## src/design/sbprm_pkg.sv

```systemverilog
// Constants, field layout and carrier types of the serial bus PHY register map.
package sbprm_pkg;

  // Clock and bus reset timing.
  localparam int unsigned CLK_PERIOD_NS = 8;
  localparam int unsigned NS_PER_US = 1000;
  localparam int unsigned BUS_RESET_TIME_US = 166;
  localparam int unsigned BUS_RESET_CYCLES = (BUS_RESET_TIME_US * NS_PER_US) / CLK_PERIOD_NS;
  localparam int BUS_RESET_CNT_W = 16;

  // AXI4-Lite geometry and responses.
  localparam int AXI_ADDR_W = 8;
  localparam int AXI_DATA_W = 32;
  localparam int AXI_STRB_W = 4;
  localparam int ADDR_IDX_LSB = 2;
  localparam int ADDR_IDX_MSB = 5;
  localparam int ADDR_TOP_LSB = 6;
  localparam logic [1:0] RESP_OKAY = 2'h0;
  localparam logic [1:0] RESP_SLVERR = 2'h2;

  // Register indices; the byte address is four times the index.
  localparam int REG_IDX_W = 4;
  localparam int REG_W = 8;
  localparam logic [REG_IDX_W-1:0] IDX_NODE_IDENTITY = 4'h0;
  localparam logic [REG_IDX_W-1:0] IDX_RESET_GAP = 4'h1;
  localparam logic [REG_IDX_W-1:0] IDX_MAP_PORTS = 4'h2;
  localparam logic [REG_IDX_W-1:0] IDX_SPEED_DELAY = 4'h3;
  localparam logic [REG_IDX_W-1:0] IDX_SELF_ID_CONTENT = 4'h4;
  localparam logic [REG_IDX_W-1:0] IDX_EVENT_ARB = 4'h5;
  localparam logic [REG_IDX_W-1:0] IDX_RESERVED = 4'h6;
  localparam logic [REG_IDX_W-1:0] IDX_PAGE_PORT = 4'h7;
  localparam logic [REG_IDX_W-1:0] IDX_WINDOW_FIRST = 4'h8;
  localparam logic [REG_IDX_W-1:0] IDX_WINDOW_LAST = 4'hF;
  localparam int WINDOW_IDX_W = 3;
  localparam int WINDOW_BYTES = 8;

  // Field positions inside the byte-wide registers.
  localparam int NODE_NUM_LSB = 2;
  localparam int NODE_NUM_W = 6;
  localparam int ROOT_BIT = 1;
  localparam int CABLE_POWER_BIT = 0;
  localparam int ROOT_HOLDOFF_BIT = 7;
  localparam int IMM_RESET_BIT = 6;
  localparam int GAP_LSB = 0;
  localparam int GAP_W = 6;
  localparam int EXT_LSB = 5;
  localparam int EXT_W = 3;
  localparam int PORTS_LSB = 0;
  localparam int PORTS_W = 5;
  localparam int SPEED_LSB = 5;
  localparam int SPEED_W = 3;
  localparam int DELAY_LSB = 0;
  localparam int DELAY_W = 4;
  localparam int PAGE_LSB = 5;
  localparam int PAGE_W = 3;
  localparam int PORT_SEL_LSB = 0;
  localparam int PORT_SEL_W = 4;

  // Reset and fixed values.
  localparam logic [NODE_NUM_W-1:0] NODE_UNCONFIGURED = 6'h3F;
  localparam logic [GAP_W-1:0] GAP_RESET = 6'h3F;
  localparam logic [EXT_W-1:0] EXT_MAP_CODE = 3'h7;
  localparam logic [PORTS_W-1:0] PORT_COUNT = 5'h03;
  localparam logic [SPEED_W-1:0] SPEED_S100 = 3'h0;
  localparam logic [SPEED_W-1:0] SPEED_S200 = 3'h1;
  localparam logic [SPEED_W-1:0] SPEED_S400 = 3'h2;
  localparam logic [SPEED_W-1:0] TOP_SPEED = SPEED_S400;
  localparam logic [DELAY_W-1:0] REPEAT_DELAY = 4'h0;
  localparam int unsigned DELAY_BASE_NS = 144;
  localparam int unsigned DELAY_STEP_NS = 20;

  typedef struct packed {
    logic [PAGE_W-1:0] page;
    logic [PORT_SEL_W-1:0] port;
  } sbprm_page_s;

  typedef struct packed {
    logic wr;
    logic [WINDOW_IDX_W-1:0] index;
    logic [REG_W-1:0] data;
  } sbprm_pwrite_s;

endpackage

```

## src/design/sbprm_pin_sync.sv

```systemverilog
// Three-stage pin synchroniser with agreement filter.
`timescale 1ns/1ps
module sbprm_pin_sync
  import sbprm_pkg::*;
(
  input wire logic clk_i,
  input wire logic rst_n_i,
  input wire logic pin_i,
  output logic level_o
);

  logic s1;
  logic s2;
  logic s3;
  logic next_level;

  // The output moves only once the second and third stages agree.
  always_comb begin
    next_level = level_o;
    if (s2 == s3) begin
      next_level = s3;
    end
  end

  always_ff @(posedge clk_i) begin
    if (!rst_n_i) begin
      s1 <= 1'b0;
      s2 <= 1'b0;
      s3 <= 1'b0;
      level_o <= 1'b0;
    end else begin
      s1 <= pin_i;
      s2 <= s1;
      s3 <= s2;
      level_o <= next_level;
    end
  end
endmodule

```

## src/design/sbprm_reset_timer.sv

```systemverilog
// Timer that holds the immediate bus reset state for a fixed number of cycles.
`timescale 1ns/1ps
module sbprm_reset_timer
  import sbprm_pkg::*;
#(
  parameter int unsigned CYCLES = BUS_RESET_CYCLES
) (
  input wire logic clk_i,
  input wire logic rst_n_i,
  input wire logic start_i,
  output logic active_o
);

  typedef enum logic {TMR_IDLE, TMR_RUN} sbprm_tmr_e;

  localparam logic [BUS_RESET_CNT_W-1:0] LAST = BUS_RESET_CNT_W'(CYCLES - 1);

  sbprm_tmr_e state;
  sbprm_tmr_e next_state;
  logic [BUS_RESET_CNT_W-1:0] count;
  logic [BUS_RESET_CNT_W-1:0] next_count;

  // A new start restarts the hold, so a request is never lost to the end of a previous one.
  always_comb begin
    next_state = state;
    next_count = count;
    unique case (state)
      TMR_IDLE: begin
        next_count = '0;
      end
      TMR_RUN: begin
        if (count == LAST) begin
          next_state = TMR_IDLE;
        end else begin
          next_count = count + 1'b1;
        end
      end
    endcase
    if (start_i) begin
      next_state = TMR_RUN;
      next_count = '0;
    end
  end

  always_ff @(posedge clk_i) begin
    if (!rst_n_i) begin
      state <= TMR_IDLE;
      count <= '0;
      active_o <= 1'b0;
    end else begin
      state <= next_state;
      count <= next_count;
      active_o <= (next_state == TMR_RUN);
    end
  end
endmodule

```

## src/design/sbprm_top.sv

```systemverilog
// AXI4-Lite register map of a three-port serial bus cable PHY.
//
// The AXI4-Lite interface to the registers is this design's own decision.
`timescale 1ns/1ps
module sbprm_top
  import sbprm_pkg::*;
#(
  parameter int unsigned BUS_RESET_CYCLES_P = BUS_RESET_CYCLES
) (
  input wire logic REF_CLK_I,
  input wire logic RESET_N_I,
  input wire logic [AXI_ADDR_W-1:0] AXI_AWADDR_I,
  input wire logic AXI_AWVALID_I,
  output logic AXI_AWREADY_O,
  input wire logic [AXI_DATA_W-1:0] AXI_WDATA_I,
  input wire logic [AXI_STRB_W-1:0] AXI_WSTRB_I,
  input wire logic AXI_WVALID_I,
  output logic AXI_WREADY_O,
  output logic [1:0] AXI_BRESP_O,
  output logic AXI_BVALID_O,
  input wire logic AXI_BREADY_I,
  input wire logic [AXI_ADDR_W-1:0] AXI_ARADDR_I,
  input wire logic AXI_ARVALID_I,
  output logic AXI_ARREADY_O,
  output logic [AXI_DATA_W-1:0] AXI_RDATA_O,
  output logic [1:0] AXI_RRESP_O,
  output logic AXI_RVALID_O,
  input wire logic AXI_RREADY_I,
  input wire logic [NODE_NUM_W-1:0] NODE_NUMBER_I,
  input wire logic NODE_NUMBER_VALID_I,
  input wire logic ROOT_I,
  input wire logic CABLE_POWER_I,
  input wire logic [WINDOW_BYTES*REG_W-1:0] PAGED_RDATA_I,
  output logic ROOT_HOLDOFF_O,
  output logic BUS_RESET_O,
  output logic [GAP_W-1:0] GAP_COUNT_O,
  output logic LINK_TX_INHIBIT_O,
  output sbprm_page_s PAGE_CHOICE_O,
  output sbprm_pwrite_s PAGED_WRITE_O
);

  ////////////////////////////////////////////////////////////////////////////////
  // State and helpers.

  logic aw_held;
  logic next_aw_held;
  logic [REG_IDX_W-1:0] aw_idx;
  logic [REG_IDX_W-1:0] next_aw_idx;
  logic aw_bad;
  logic next_aw_bad;
  logic w_held;
  logic next_w_held;
  logic [REG_W-1:0] w_byte;
  logic [REG_W-1:0] next_w_byte;
  logic w_lane0;
  logic next_w_lane0;
  logic next_bvalid;
  logic [1:0] next_bresp;
  logic next_rvalid;
  logic [AXI_DATA_W-1:0] next_rdata;
  logic [1:0] next_rresp;
  logic [NODE_NUM_W-1:0] node_number;
  logic [NODE_NUM_W-1:0] next_node_number;
  logic root_flag;
  logic next_root_flag;
  logic next_root_holdoff;
  logic [GAP_W-1:0] next_gap_count;
  sbprm_page_s next_page_choice;
  sbprm_pwrite_s next_paged_write;
  logic cable_power;
  logic wr_fire;
  logic reg_write;
  logic ibr_start;
  logic [REG_IDX_W-1:0] ar_idx;
  logic ar_bad;
  logic [REG_W-1:0] window_byte;

  assign wr_fire = aw_held && w_held && !AXI_BVALID_O;
  assign reg_write = wr_fire && !aw_bad && w_lane0;
  assign ibr_start = reg_write && (aw_idx == IDX_RESET_GAP) && w_byte[IMM_RESET_BIT];
  assign ar_idx = AXI_ARADDR_I[ADDR_IDX_MSB:ADDR_IDX_LSB];
  assign ar_bad = |AXI_ARADDR_I[AXI_ADDR_W-1:ADDR_TOP_LSB];
  assign window_byte = PAGED_RDATA_I[{ar_idx[WINDOW_IDX_W-1:0], 3'h0} +: REG_W];

  // A channel is refused only while its item is held or a response is pending.
  assign AXI_AWREADY_O = !aw_held && !AXI_BVALID_O;
  assign AXI_WREADY_O = !w_held && !AXI_BVALID_O;
  assign AXI_ARREADY_O = !AXI_RVALID_O;

  // Misconfigured bus: the link must not transmit.
  assign LINK_TX_INHIBIT_O = (node_number == NODE_UNCONFIGURED);

  ////////////////////////////////////////////////////////////////////////////////
  // Submodules.

  sbprm_pin_sync u_power_sync (
    .clk_i(REF_CLK_I),
    .rst_n_i(RESET_N_I),
    .pin_i(CABLE_POWER_I),
    .level_o(cable_power)
  );

  // The timer's active flag doubles as the self-clearing request bit; writing 0 cannot abort it.
  sbprm_reset_timer #(
    .CYCLES(BUS_RESET_CYCLES_P)
  ) u_reset_timer (
    .clk_i(REF_CLK_I),
    .rst_n_i(RESET_N_I),
    .start_i(ibr_start),
    .active_o(BUS_RESET_O)
  );

  ////////////////////////////////////////////////////////////////////////////////
  // Read mux.

  function automatic logic [REG_W-1:0] read_byte(input logic [REG_IDX_W-1:0] idx, input logic [REG_W-1:0] win);
    logic [REG_W-1:0] b;
    b = '0;
    unique case (idx)
      IDX_NODE_IDENTITY: begin
        b[NODE_NUM_LSB +: NODE_NUM_W] = node_number;
        b[ROOT_BIT] = root_flag;
        b[CABLE_POWER_BIT] = cable_power;
      end
      IDX_RESET_GAP: begin
        b[ROOT_HOLDOFF_BIT] = ROOT_HOLDOFF_O;
        b[IMM_RESET_BIT] = BUS_RESET_O;
        b[GAP_LSB +: GAP_W] = GAP_COUNT_O;
      end
      IDX_MAP_PORTS: begin
        b[EXT_LSB +: EXT_W] = EXT_MAP_CODE;
        b[PORTS_LSB +: PORTS_W] = PORT_COUNT;
      end
      IDX_SPEED_DELAY: begin
        b[SPEED_LSB +: SPEED_W] = TOP_SPEED;
        b[DELAY_LSB +: DELAY_W] = REPEAT_DELAY;
      end
      IDX_SELF_ID_CONTENT, IDX_EVENT_ARB, IDX_RESERVED: begin
        b = '0;
      end
      IDX_PAGE_PORT: begin
        b[PAGE_LSB +: PAGE_W] = PAGE_CHOICE_O.page;
        b[PORT_SEL_LSB +: PORT_SEL_W] = PAGE_CHOICE_O.port;
      end
      default: begin
        b = win;
      end
    endcase
    return b;
  endfunction

  ////////////////////////////////////////////////////////////////////////////////
  // Next values.

  always_comb begin
    next_aw_held = aw_held;
    next_aw_idx = aw_idx;
    next_aw_bad = aw_bad;
    next_w_held = w_held;
    next_w_byte = w_byte;
    next_w_lane0 = w_lane0;
    next_bvalid = AXI_BVALID_O;
    next_bresp = AXI_BRESP_O;
    next_rvalid = AXI_RVALID_O;
    next_rdata = AXI_RDATA_O;
    next_rresp = AXI_RRESP_O;
    next_node_number = node_number;
    next_root_flag = ROOT_I;
    next_root_holdoff = ROOT_HOLDOFF_O;
    next_gap_count = GAP_COUNT_O;
    next_page_choice = PAGE_CHOICE_O;
    next_paged_write = PAGED_WRITE_O;
    next_paged_write.wr = 1'b0;
    if (NODE_NUMBER_VALID_I) begin
      next_node_number = NODE_NUMBER_I;
    end
    if (AXI_AWVALID_I && AXI_AWREADY_O) begin
      next_aw_held = 1'b1;
      next_aw_idx = AXI_AWADDR_I[ADDR_IDX_MSB:ADDR_IDX_LSB];
      next_aw_bad = |AXI_AWADDR_I[AXI_ADDR_W-1:ADDR_TOP_LSB];
    end
    if (AXI_WVALID_I && AXI_WREADY_O) begin
      next_w_held = 1'b1;
      next_w_byte = AXI_WDATA_I[REG_W-1:0];
      next_w_lane0 = AXI_WSTRB_I[0];
    end
    if (wr_fire) begin
      next_aw_held = 1'b0;
      next_w_held = 1'b0;
      next_bvalid = 1'b1;
      next_bresp = aw_bad ? RESP_SLVERR : RESP_OKAY;
    end
    if (AXI_BVALID_O && AXI_BREADY_I) begin
      next_bvalid = 1'b0;
    end
    if (reg_write) begin
      if (aw_idx == IDX_RESET_GAP) begin
        next_root_holdoff = w_byte[ROOT_HOLDOFF_BIT];
        next_gap_count = w_byte[GAP_LSB +: GAP_W];
      end else if (aw_idx == IDX_PAGE_PORT) begin
        next_page_choice.page = w_byte[PAGE_LSB +: PAGE_W];
        next_page_choice.port = w_byte[PORT_SEL_LSB +: PORT_SEL_W];
      end else if (aw_idx >= IDX_WINDOW_FIRST) begin
        next_paged_write.wr = 1'b1;
        next_paged_write.index = aw_idx[WINDOW_IDX_W-1:0];
        next_paged_write.data = w_byte;
      end
    end
    if (AXI_ARVALID_I && AXI_ARREADY_O) begin
      next_rvalid = 1'b1;
      next_rdata = '0;
      next_rresp = RESP_SLVERR;
      if (!ar_bad) begin
        next_rdata[REG_W-1:0] = read_byte(ar_idx, window_byte);
        next_rresp = RESP_OKAY;
      end
    end
    if (AXI_RVALID_O && AXI_RREADY_I) begin
      next_rvalid = 1'b0;
    end
  end

  ////////////////////////////////////////////////////////////////////////////////
  // Registers.

  always_ff @(posedge REF_CLK_I) begin
    if (!RESET_N_I) begin
      aw_held <= 1'b0;
      aw_idx <= '0;
      aw_bad <= 1'b0;
      w_held <= 1'b0;
      w_byte <= '0;
      w_lane0 <= 1'b0;
      AXI_BVALID_O <= 1'b0;
      AXI_BRESP_O <= RESP_OKAY;
      AXI_RVALID_O <= 1'b0;
      AXI_RDATA_O <= '0;
      AXI_RRESP_O <= RESP_OKAY;
      node_number <= NODE_UNCONFIGURED;
      root_flag <= 1'b0;
      ROOT_HOLDOFF_O <= 1'b0;
      GAP_COUNT_O <= GAP_RESET;
      PAGE_CHOICE_O <= '0;
      PAGED_WRITE_O <= '0;
    end else begin
      aw_held <= next_aw_held;
      aw_idx <= next_aw_idx;
      aw_bad <= next_aw_bad;
      w_held <= next_w_held;
      w_byte <= next_w_byte;
      w_lane0 <= next_w_lane0;
      AXI_BVALID_O <= next_bvalid;
      AXI_BRESP_O <= next_bresp;
      AXI_RVALID_O <= next_rvalid;
      AXI_RDATA_O <= next_rdata;
      AXI_RRESP_O <= next_rresp;
      node_number <= next_node_number;
      root_flag <= next_root_flag;
      ROOT_HOLDOFF_O <= next_root_holdoff;
      GAP_COUNT_O <= next_gap_count;
      PAGE_CHOICE_O <= next_page_choice;
      PAGED_WRITE_O <= next_paged_write;
    end
  end
endmodule

```

## config.mk

```make
export PLATFORM = sky130hd
export DESIGN_NAME = sbprm_top
export DESIGN_NICKNAME = d
export VERILOG_FILES = /design/src/design/sbprm_pkg.sv /design/src/design/sbprm_pin_sync.sv /design/src/design/sbprm_reset_timer.sv /design/src/design/sbprm_top.sv
export SDC_FILE = /design/constraint.sdc
export NUM_CORES = 1
export LEC_CHECK = 0
export ABC_CLOCK_PERIOD_IN_PS = 1630
export BUFFER_PORTS_ARGS = -buffer_cell sky130_fd_sc_hd__buf_2
export CAP_MARGIN = 20
export CORE_MARGIN = 5
export CORE_UTILIZATION = 42
export CTS_CLUSTER_DIAMETER = 150
export DETAILED_ROUTE_END_ITERATION = 6
export HOLD_SLACK_MARGIN = 0.1
export PLACE_DENSITY = 0.77
export SYNTH_ARGS = -nofsm -noshare
export SYNTH_HDL_FRONTEND = slang
export SYNTH_SLANG_ARGS = --single-unit
export TNS_END_PERCENT = 5
```

## constraint.sdc

```tcl
create_clock -name REF_CLK_I -period 1.63 [get_ports REF_CLK_I]
set_clock_uncertainty 0.2 [all_clocks]
set_input_delay 0 -clock REF_CLK_I [delete_from_list [all_inputs] [get_ports REF_CLK_I]]
set_output_delay 0 -clock REF_CLK_I [all_outputs]
set_load 0.05 [all_outputs]
```

# Yosys cells after proc, flatten, opt, wreduce, memory -nomap -nowiden
# Index checks and enable logic that the tools add are counted.
# word_totals
register_bits	84
input_bits	132
output_inout_bits	69
word_cells	91
# op_classes
addsub	1
magnitude_cmp	1
n_eq_ne	13
shift	1
mux	12
bitwise	5
n_reduce_logical	32
# ops
cell	n
64-bit by 7-bit variable part select with 8-bit output	1
16-bit one-hot mux with 2 select lines	1
4-bit by 3-bit equality test with 1-bit output (second input constant)	5
4-bit one-hot mux with 5 select lines	1
3-bit one-hot mux with 6 select lines	1
16-bit by 1-bit adder with 16-bit output (second input constant)	1
16-bit by 15-bit equality test with 1-bit output (second input constant)	1
16-bit two-way mux	1
1-bit logical AND	13
12-bit two-way mux	1
2-bit OR reduction	6
4-bit by 1-bit equality test with 1-bit output (second input constant)	2
4-bit by 2-bit equality test with 1-bit output (second input constant)	2
8-bit two-way mux	1
4-bit OR reduction	2
6-bit equality test (second input constant)	1
6-bit OR reduction	1
1-bit zero test	5
1-bit inverter	5
4-bit greater-or-equal comparator (second input constant)	1
4-bit zero test	1
2-bit two-way mux	2
4-bit AND reduction	1
1-bit two-way mux	3
other kinds (6)	6

# Depth between registers and ports, before layout
# Gate-level depths: netlist of run 1.
# logic_depth
depth_word	7
mapped_depth	7
ltp_nobuf	6

# Modules after synthesis
# From an unflattened synthesis of run 1, not the netlist that was laid out.
# hier_totals
cells_unflattened	431
area_unflattened_um2	4174.0
# by_module_without_submodules
mod	n_inst	cells_each	area_per_inst_um2	seq_area_each_um2
sbprm_top	1	329	3191.8	1221.2
sbprm_reset_timer	1	92	865.8	340.3
sbprm_pin_sync	1	10	116.4	80.1

# Worst setup path after synthesis of run 1
# No wires, ideal clock.
# synth_path
path_type	register -> register
startpoint	register AXI_BVALID_O
endpoint	register aw_idx[0]
setup_time_ps	116
arrival_ps	2013
required_time_ps	1314
slack_ps	-699
stages_incl_launch_ff	6
path_buffers	1
period_less_slack_ps	2329
path_cell_list	dfxtp_1 nor2_1 and2_1 clkbuf_1 mux2i_1 nor2b_1
# synth_via
elab_chain_cells	3
# synth_lines
element	line_no	source
from (decl)	sbprm_top.sv:20	output logic AXI_BVALID_O,
from (signal assigned)	sbprm_top.sv:252	AXI_BVALID_O <= next_bvalid;
1-bit zero test	sbprm_top.sv:86	assign AXI_AWREADY_O = !aw_held && !AXI_BVALID_O;
1-bit logical AND	sbprm_top.sv:86	
via AXI_AWREADY_O	sbprm_top.sv:14	output logic AXI_AWREADY_O,
1-bit logical AND	sbprm_top.sv:177	if (AXI_AWVALID_I && AXI_AWREADY_O) begin
to (signal assigned)	sbprm_top.sv:247	aw_idx <= next_aw_idx;
to (decl)	sbprm_top.sv:47	logic [REG_IDX_W-1:0] aw_idx;
# The timed path passes the listed nets, and every way through them passes these cells.
# A chain may end at the register's enable or synchronous reset.

# Final worst setup path of run 1
# layout_path
startpoint	register aw_idx[3]
endpoint	register u_reset_timer.count[6]
# layout_via
elab_chain_cells	4
# layout_lines
element	line_no	source
4-bit by 1-bit equality test with 1-bit output	sbprm_top.sv:80	assign ibr_start = reg_write && (aw_idx == IDX_RESET_GAP) && w_byte[IMM_RESET_BIT];
1-bit logical AND (2 in series)	sbprm_top.sv:80	
2-bit OR reduction (no line)	--	
to (signal assigned)	sbprm_reset_timer.sv:52	count <= next_count;
to (decl)	sbprm_reset_timer.sv:20	logic [BUS_RESET_CNT_W-1:0] count;
# No other way between the ends.

==> impl_metrics.csv, run 1 <==
group,metric,value,unit
run_status,status,"finished with violations",
routing,vias,3940,
timing,grt_setup_unrepaired,"true",
timing,min_period,1.67,ns
synthesis,yosysTopAreaCellShare,39.3,%
power,vdd_drop_max,0.447,mV
timing,maxSlewViolCount,0,
synthesis,synth-seq-cells,82,
setup_path,worstRegToRegCells,4,
finish,fillCellCount,786,
synthesis,synthesis.area,4180,µm²
timing,finalSetupTns,-0.447,ns
synthesis,synth_area_per_cell,10.2,µm²
clock_network,clock_sinks,82,
setup_path,required,1.67,ns
setup_path,setup.worst_path.end_class,"flip-flop",
timing,worst_slack,-0.0410,ns
grt,antenna_found_initial,0,
setup_path,path_buf_inv,0,
setup_path,crit_fanout,7,
setup_path,crit-reg2reg-launch,"aw_idx[3]",
finish,area_growth,45.3,%
setup_path,path_delay_family,"simple AND/OR/NAND/NOR gates",
routing,drt_iter0_drc,170,
synthesis,synth_flop_cell,"dfxtp_1",
clock_network,clk_latency,0.35,ns
finish,layout_common_cells,"buf_2, dfxtp_1, dlygate4sd3_1",
finish,nets,774,
grt,grt_pass1_wl,19600,µm
routing,drt_first_pass_iters,4,
clock_network,cts.reportedPaths.clkPinSlew,0.08,ns
setup_path,worstPathArrival,1.71,ns
routing,ant_nets,0,
finish,drive_gt1_share,35.8,%
synthesis,syn_inst,409,
worst_hold_path,holdPathStages,2,
finish,stdcell_count,780,
grt,grt-ovfl-total,0,
clock_network,cts_buffers,9,
timing,post-route-period-util,103,%
routing,wl_per_cell,16.3,µm
clock_network,hold_buffers,69,
run,maxCapViolations,0,
synthesis,synthArstFlopShare,0,%
die,core-area,9730,µm²
setup_path,endpoint,"u_reset_timer.count[6]",
routing,vias_per_cell,5.05,
setup_path,critPathLaunch,"aw_idx[3]",
synthesis,yosys.area.top_type,"dfxtp_1",
placement,detailed_place_hpwl,8620,µm
clock_network,clk_path_buf_depth,2,
grt,grt_max_degree,43,
die,boundaryPins,201,
timing,hold_ws,-0.103,ns
clock_network,cts_root_buf,"clkbuf_8",
routing,wirelength,12700,µm
setup_path,startpoint_type,"flip-flop",
clock_network,htreeDepth,3,
die,dieArea,12000,µm²
synthesis,ys_warn_count,0,
synthesis,synth_area_leaders,"dfxtp_1, mux2i_1, mux4_2",
setup_path,r2r-end,"u_reset_timer.count[6]",
placement,port_buffers,143,
timing,slew_headroom,57.1,%
timing,fmax,0.598,GHz
routing,drc,0,
setup_path,cp.depth,4,
timing,worstMarginPinSlew,0.642,ns
timing,final_hold_viol_count,25,
timing,setup_viol,21,
die,initial_core_util,42.9,%
placement,place.gp.congestion,0.806,
power,powerDensity,729,nW/µm²
synthesis,yosysSeqAreaShare,39.3,%
power,power_leakage,0.00273,µW
setup_path,reg2reg_slack,-0.04,ns
finish,layout_commonest_cell,"buf_2",
placement,dp.cells,691,
worst_hold_path,min-delay-path-class,"in -> reg",
setup_path,crit_type,"reg -> reg",
die,row_count,36,
setup_path,path_cells,"nand4bb_4 > or4b_4 > nand3_2 > nor2_1",
die,die_h,110,µm
run_status,violations,"hold timing, setup timing",
grt,grt_use_total,20.8,%
grt,grt_pass1_vias,3945,
synthesis,synth.distinct_cells,53,
die,die_w,110,µm
setup_path,cpMaxStageDelayCell,"or4b_4",
clock_network,cts_tree,"yes",
synthesis,synth-edff-count,0,
setup_path,critPathMaxStageDelay,0.57,ns
worst reg2reg max path: cells and delay by family, from the launching register on:
| kind | cells | cell delay [ns] |
|---|---|---|
| simple gates | 4 | 1.05 |
| flops | 1 | 0.32 |
timing repair:
| action | in CTS | in global routing |
|---|---|---|
| gates cloned | 1 | 0 |
| pin swaps | 1 | 2 |
| setup endpoints to repair | 33 | 49 |
| gates resized for setup | 4 | 18 |
| setup buffers | 1 | 0 |
| hold endpoints to repair | 57 | 34 |
worst min path at each step:
stage | start | end
after global routing | RESET_N_I | w_held
final | RESET_N_I | w_held
after global placement | CABLE_POWER_I | u_power_sync.s1
after detailed placement | CABLE_POWER_I | u_power_sync.s1
after CTS | RESET_N_I | w_held
after floorplan | ROOT_I | root_flag
report_power, final:
part / internal (µW) / switching, µW
combinational: 445 / 487
clock: 650 / 744
sequential: 2050 / 48.2
cells in the mapped netlist, types with 4 or more instances:
| master | number |
|---|---|
| a21oi_1 | 7 |
| a31oi_1 | 9 |
| and2_1 | 10 |
| buf_2 | 6 |
| buf_4 | 27 |
| buf_6 | 4 |
| clkbuf_1 | 8 |
| dfxtp_1 | 82 |
| inv_1 | 5 |
| mux2i_1 | 53 |
| mux4_2 | 13 |
| nand2_1 | 34 |
| nand3_1 | 7 |
| nand4_1 | 9 |
| nor2_1 | 22 |
| nor2b_1 | 37 |
| o211a_1 | 4 |
| o21ai_0 | 8 |
| xor2_1 | 9 |
state kept, by name (all words and copies together) (netlist names), 4 cells and up:
signal               count
AXI_RDATA_O              8
GAP_COUNT_O              6
PAGED_WRITE_O           12
PAGE_CHOICE_O            7
aw_idx                   4
node_number              6
u_reset_timer.count     16
w_byte                   8
per-layer routing:
metal	share of wire [%]	GRT usage (%)	up-vias	routed length, µm
met5	0	0	-	0
met4	3.3	9.26	0	415
met3	6.5	5.23	37	825
met2	52	35.8	156	6620
met1	38	24.2	1883	4880
li1	-	-	1864	-
metrics by stage:
step | hold WS (ns) | area, µm² | utilization [%] | worst slack, ns | power, µW
after global placement | 0.0121 | 5100 | 52.4 | -0.0486 | 2890
final | -0.103 | 6070 | 62.4 | -0.0410 | 4430
after CTS | -0.114 | 6030 | 61.9 | -0.0340 | 4430
after detailed placement | 0.00814 | 5100 | 52.4 | -0.0914 | 2910
after global routing | -0.0930 | 6070 | 62.4 | -0.127 | 4620
after floorplan | -0.0727 | 4280 | - | -0.158 | 2710
cell type report:
| cell class | instances | area (µm²) | share of cell area, % |
|---|---|---|---|
| Antenna cell | 2 | 5.00 | 0.0824 |
| Clock buffer | 11 | 153 | 2.51 |
| Clock inverter | 5 | 35.0 | 0.577 |
| Inverter | 5 | 18.8 | 0.309 |
| Multi-Input combinational cell | 298 | 2340 | 38.5 |
| Sequential cell | 82 | 1650 | 27.2 |
| Tap cell | 133 | 166 | 2.74 |
| Timing Repair Buffer | 244 | 1700 | 28.1 |
logic make-up (layout without fill, tap and decap cells):
| group | count (synthesis) | count (layout) | synth area share (%) |
|---|---|---|---|
| AO/OA/AOI/OAI | 46 | 46 | 7.58 |
| XOR/XNOR | 10 | 10 | 2.10 |
| adder cells (fa/ha/maj) | 2 | 2 | 0.599 |
| buffers and inverters | 55 | 265 | 8.75 |
| flip-flops | 82 | 82 | 39.3 |
| multiplexers | 72 | 72 | 22.4 |
| other | 1 | 28 | 0.0898 |
| AND/OR/NAND/NOR | 141 | 142 | 19.2 |
No activity file was read; power rests on OpenSTA's default activity.
==> run 2, diff against run 1 <==
CORE_MARGIN = 3   (was 5)
==> run 2 against run 1 <==
  * The flow still finishes with violations (hold timing, setup timing)
  * Register-to-register slack better by 0.02 ns
  * Total power rose by 5.1%
  * Sequential share of layout area is 0.64 points lower
  * Maximum frequency is 1.2% higher
  * Non-clock buffer count grew 14
  * Worst hold slack worse by 0.065 ns
  * Cell area rose by 2.1%
  * Flip-flop and latch count is the same
  * Wire length down 1.1%
  * Sequential power hardly changed
  * Clock power grew 16%
  * First-iteration DRC count rose by 14%
==> impl_metrics.csv, run 2 (synthesis gave the netlist of run 1 again) <==
group,metric,value,unit
timing,final_hold_viol_count,24,
clock_network,cts_buffers,9,
run,maxCapViolations,0,
grt,grt_pass1_vias,4035,
die,initial_core_util,44.2,%
setup_path,crit_type,"reg -> reg",
die,core-area,9460,µm²
grt,grt_pass1_wl,19500,µm
setup_path,required,1.69,ns
worst_hold_path,min-delay-path-class,"in -> reg",
timing,setup_viol,10,
setup_path,crit_fanout,7,
die,row_count,35,
clock_network,clk_path_buf_depth,2,
timing,grt_setup_unrepaired,"true",
clock_network,cts_root_buf,"clkbuf_8",
die,boundaryPins,201,
power,powerDensity,751,nW/µm²
clock_network,cts_tree,"yes",
finish,post-route-util,65.5,%
clock_network,cts.reportedPaths.clkPinSlew,0.09,ns
placement,postPlaceCellArea,5130,µm²
grt,grt_max_degree,19,
routing,ant_nets,0,
worst_hold_path,holdCritStartpoint,"RESET_N_I",
grt,antenna_found_initial,0,
setup_path,path_delay_family,"simple AND/OR/NAND/NOR gates",
setup_path,critPathMaxStageDelay,0.59,ns
finish,layout_commonest_cell,"buf_2",
clock_network,clock_sinks,82,
finish,area_growth,48.4,%
timing,finalSetupTns,-0.0784,ns
power,vdd_drop_max,0.613,mV
setup_path,path_cells,"nand3b_4 > or4_4 > mux2i_1 > nand2_1",
setup_path,cpMaxStageDelayCell,"or4_4",
finish,regMostFlops,"u_reset_timer.count",
power,power_leakage,0.00281,µW
setup_path,path_buf_inv,0,
timing,post-route-period-util,101,%
routing,vias_per_cell,5.04,
timing,worstMarginPinSlew,0.635,ns
placement,port_buffers,143,
routing,drt_first_pass_iters,5,
setup_path,startpoint_type,"flip-flop",
setup_path,worstPathArrival,1.71,ns
routing,wl_per_cell,16.0,µm
clock_network,htreeDepth,3,
timing,slew_headroom,57.7,%
setup_path,setup.worst_path.end_class,"flip-flop",
finish,design_area,6200,µm²
setup_path,crit-reg2reg-launch,"AXI_BVALID_O",
run_status,status,"finished with violations",
finish,layout_common_cells,"buf_2, dfxtp_1, dlygate4sd3_1",
grt,grt_use_total,21.9,%
grt,grt-ovfl-total,0,
finish,drive_gt1_share,35.1,%
run_status,violations,"hold timing, setup timing",
finish,largest_reg_flops,16,
timing,min_period,1.65,ns
routing,wirelength,12600,µm
placement,place.gp.congestion,0.941,
timing,hold_ws,-0.168,ns
routing,drc,0,
routing,drt_iter0_drc,194,
finish,largestRegisters,"u_reset_timer.count x16, PAGED_WRITE_O x12",
clock_network,clk_latency,0.36,ns
timing,maxSlewViolCount,0,
placement,detailed_place_hpwl,8510,µm
finish,nets,788,
clock_network,hold_buffers,78,
die,die_h,106,µm
routing,vias,3966,
placement,pre_cts_ws,-0.121,ns
die,dieArea,11200,µm²
timing,fmax,0.606,GHz
timing,worst_slack,-0.0212,ns
setup_path,critPathLaunch,"AXI_BVALID_O",
die,die_w,106,µm
finish,antennaDiodeCount,0,
[run 2: through the flow]
step                      power (µW)  cells  hold slack, ns
after floorplan                 2710    434         -0.0727
after global placement          2890    693         0.00951
after detailed placement        2910    693          0.0192
after CTS                       4660    787          -0.178
after global routing            4840    787          -0.157
final                           4650    787          -0.168
[run 2: layout make-up]
type	count	area [µm²]
inverter	5	18.8
tap	129	161
clock inverter	6	92.6
timing repair buffer	258	1820
sequential	82	1650
clock buffer	9	124
multi-input combinational	298	2340
fill	762	3260
[run 2: worst reg2reg max path: stages (launching register included)]
cell	delay, ns
dfxtp_4	0.34
nand3b_4	0.16
or4_4	0.59
mux2i_1	0.20
nand2_1	0.07
[run 2: worst paths after layout]
check	end	slack, ns	cells after the start
min reg2reg	AXI_RDATA_O[6]	0.26	2
max reg2reg	GAP_COUNT_O[3]	-0.02	4
max	GAP_COUNT_O[3]	-0.02	4
min	AXI_RRESP_O[1]	-0.17	2
[run 2: metal layers]
layer	global-route usage, %	wire length [µm]
met5	0	0
met4	9.34	391
met3	6.18	973
met2	37.2	6230
met1	25.9	5010
[run 2: power by group]
| group | switching [µW] | internal (µW) | leakage, µW |
|---|---|---|---|
| clock | 748 | 858 | 0.000102 |
| sequential | 48.8 | 2050 | 0.000669 |
| combinational | 489 | 455 | 0.00204 |
[run 2: repair_timing]
action | 4_1_cts | 5_1_grt
cloned | 1 | 0
gates resized for setup | 6 | 10
pin swaps | 0 | 8
hold endpoints to repair | 68 | 34
endpoints found under the setup margin | 36 | 47
buffers inserted | 0 | 0
==> run 3, diff against run 2 <==
ABC_AREA = 1   (was not set)
CORE_ASPECT_RATIO = 0.75   (was not set)
CORE_UTILIZATION = 43   (was 42)
==> run 3 against run 2 <==
  * Sequential power about the same
  * First-iteration DRC count up 130%
  * Core utilization up 3.6 points
  * Maximum frequency up 3.8%
  * Largest cell class unchanged
  * Global-route usage up 5.2 points
  * Count of clock-buffer cells in the layout unchanged
  * Worst hold slack better by 0.28 ns
  * The run now ends clean
  * Final cell count up 40%
  * Die area up 6.9%
  * Wire length up 29%
==> impl_metrics.csv, run 3 <==
group,metric,value,unit
synthesis,synthArstFlopShare,0,%
routing,highest_layer,"met4",
synthesis,ys_warn_count,0,
grt,grt_pass1_wl,25800,µm
routing,drt_first_pass_iters,7,
setup_path,crit_type,"in -> reg",
timing,finalSetupTns,0,ns
clock_network,cts.reportedPaths.clkPinSlew,0.07,ns
grt,grt_pass1_vias,5368,
timing,fmax,0.629,GHz
setup_path,startpoint_type,"primary input",
die,boundaryPins,201,
synthesis,synth_area_per_cell,6.52,µm²
clock_network,clock_sinks,82,
clock_network,clk_latency,0.34,ns
setup_path,path_delay_family,"buffers and inverters",
setup_path,cpMaxStageDelayCell,"dlygate4sd3_1",
finish,area_growth,50.8,%
routing,drt_iter0_drc,451,
run_status,status,"finished clean",
routing,met1_length,6500,µm
timing,grt_setup_unrepaired,"true",
synthesis,synth.distinct_cells,31,
synthesis,syn_inst,704,
die,row_count,31,
setup_path,crit_fanout,1,
clock_network,cts_root_buf,"clkbuf_16",
synthesis,synth_top_family_by_area,"simple AND/OR/NAND/NOR gates",
synthesis,synth_xor_area_share,1.15,%
die,die_h,95.4,µm
grt,grt-ovfl-total,0,
synthesis,muxShareOfSynthArea,0,%
placement,place.gp.congestion,0.898,
synthesis,synth_area_leaders,"dfxtp_1, nand2_1, inv_1",
synthesis,synth_compound_area_share,11.9,%
grt,grt_use_total,27.1,%
finish,drive_gt1_share,23.5,%
finish,largestRegisters,"u_reset_timer.count x16, PAGED_WRITE_O x12",
routing,vias,5545,
synthesis,yosys.area.top_type,"dfxtp_1",
finish,nets,1096,
synthesis,yosysSeqAreaShare,35.8,%
routing,wl_met2,7510,µm
die,core-area,10000,µm²
finish,antennaDiodeCount,0,
timing,setup_viol,0,
finish,layout_common_cells,"nand2_1, buf_2, dlygate4sd3_1",
finish,stdcell_count,1099,
die,dieArea,12000,µm²
power,powerDensity,809,nW/µm²
setup_path,worstPathArrival,1.67,ns
worst_hold_path,min-delay-path-class,"in -> reg",
power,vdd_drop_max,0.719,mV
finish,regMostFlops,"u_reset_timer.count",
timing,min_period,1.59,ns
timing,worstMarginPinSlew,0.534,ns
setup_path,path_buf_inv,4,
placement,port_buffers,143,
setup_path,path_cells,"dlygate4sd3_1 > buf_2 > inv_1 > a21oi_1 > nand3_1 > dlygate4sd3_1 > nand3_1 > nand2_1 > a21oi_2",
clock_network,cts_buffers,9,
synthesis,yosys-top-cells-count,"nand2_1, inv_1, dfxtp_1, nand3_1, nor2_1",
synthesis,synth_flop_cell,"dfxtp_1",
die,initial_core_util,45.8,%
routing,wl_per_cell,14.8,µm
timing,post-route-period-util,97.6,%
setup_path,setup.worst_path.end_class,"flip-flop",
synthesis,yosys.cell_count.top_type,"nand2_1",
finish,largest_reg_flops,16,
synthesis,synth-edff-count,0,
clock_network,clk_path_buf_depth,2,
die,die_w,125,µm
timing,final_hold_viol_count,0,
routing,ant_nets,0,
power,power_leakage,0.00346,µW
setup_path,required,1.71,ns
synthesis,synthesis.area,4590,µm²
clock_network,htreeDepth,3,
placement,detailed_place_hpwl,9460,µm
setup_path,critPathMaxStageDelay,0.56,ns
finish,fillCellCount,759,
grt,antenna_found_initial,0,
run,maxCapViolations,0,
placement,dp.cells,968,
clock_network,cts_tree,"yes",
timing,maxSlewViolCount,0,
synthesis,synthAdderAreaFrac,0.546,%
routing,drc,0,
grt,grt_max_degree,29,
routing,wl_met3,1280,µm
routing,wirelength,16300,µm
synthesis,synth-seq-cells,82,
synthesis,yosysTopAreaCellShare,35.8,%
routing,vias_per_cell,5.05,
finish,layout_commonest_cell,"nand2_1",
synthesis,synthSimpleGateAreaFrac,34.4,%
timing,slew_headroom,64.4,%
[run 3: changes by cell type in the layout (fill, tap and decap cells not counted), sizes merged, moves of 38 or more]
cell	delta
nor2	+47
a21oi	+38
nand3	+59
nand2	+164
mux2i	-53
inv	+99
[run 3: worst register-to-register path, stage by stage, from the launching register on]
cell      delay (ns)
dfxtp_1         0.35
nand3_2         0.13
nor2_4          0.13
nand2_4         0.11
nor2_4          0.15
inv_2           0.15
nand2_1         0.14
o211ai_2        0.08
[run 3: cells by family after synthesis]
logic type | Yosys count
DFF | 82
other | 1
xor gates and xnor gates | 6
AOI/OAI and AO/OA | 97
adders and majority gates | 2
buffers and inverters | 155
and+or+nand+nor | 361
[run 3: area by class of cell]
cell class / count / area, µm² / share of cell area (%)
multi-input cells: 492 / 2350 / 34.0
clock inverters: 7 / 121 / 1.75
inverters: 102 / 385 / 5.57
clock buffers: 9 / 225 / 3.26
flip-flops and latches: 82 / 1650 / 23.8
well taps: 132 / 165 / 2.39
repair buffers: 275 / 2020 / 29.2
[run 3: power by group]
part	total (µW)	internal, µW	switching, µW
registers	2110	2070	38.8
clock network	2370	1510	857
logic	1120	442	676
[run 3: routing by layer]
metal | global-route usage, % | vias up
li1 | - | 2678
met2 | 43.8 | 323
met1 | 31.6 | 2440
met5 | 0 | -
met4 | 16.6 | 0
met3 | 8.90 | 104
[run 3: what timing repair did]
| action | in CTS | in global routing |
|---|---|---|
| hold buffers | 114 | 1 |
| setup endpoints to repair | 0 | 28 |
| buffers inserted | 0 | 1 |
| endpoints found under the hold margin | 73 | 1 |
| gates resized for setup | 0 | 12 |
[run 3: path summary, 6_finish.rpt]
path,startpoint,slack [ns],depth (start not counted),end
worst max-delay path,PAGED_RDATA_I[33],0.04,9,AXI_RDATA_O[1]
worst min register to register,u_power_sync.s3,0.27,2,u_power_sync.level_o
worst min-delay path,PAGED_RDATA_I[47],0.11,9,AXI_RDATA_O[7]
worst max register to register,w_held,0.06,7,GAP_COUNT_O[3]
[run 3: through the flow]
step           hold WS [ns]  worst slack (ns)  total power, µW  instance area [µm²]  util [%]
2_1_floorplan        -0.102            0.0294             2790                 4710         -
3_5_place_dp        -0.0124            0.0829             2980                 5370      53.7
6_report              0.112            0.0393             5600                 6920      69.1
4_1_cts               0.101            0.0400             5540                 6860      68.6
3_3_place_gp        -0.0205             0.114             2980                 5370      53.7
5_1_grt               0.149           -0.0368             5800                 6920      69.1
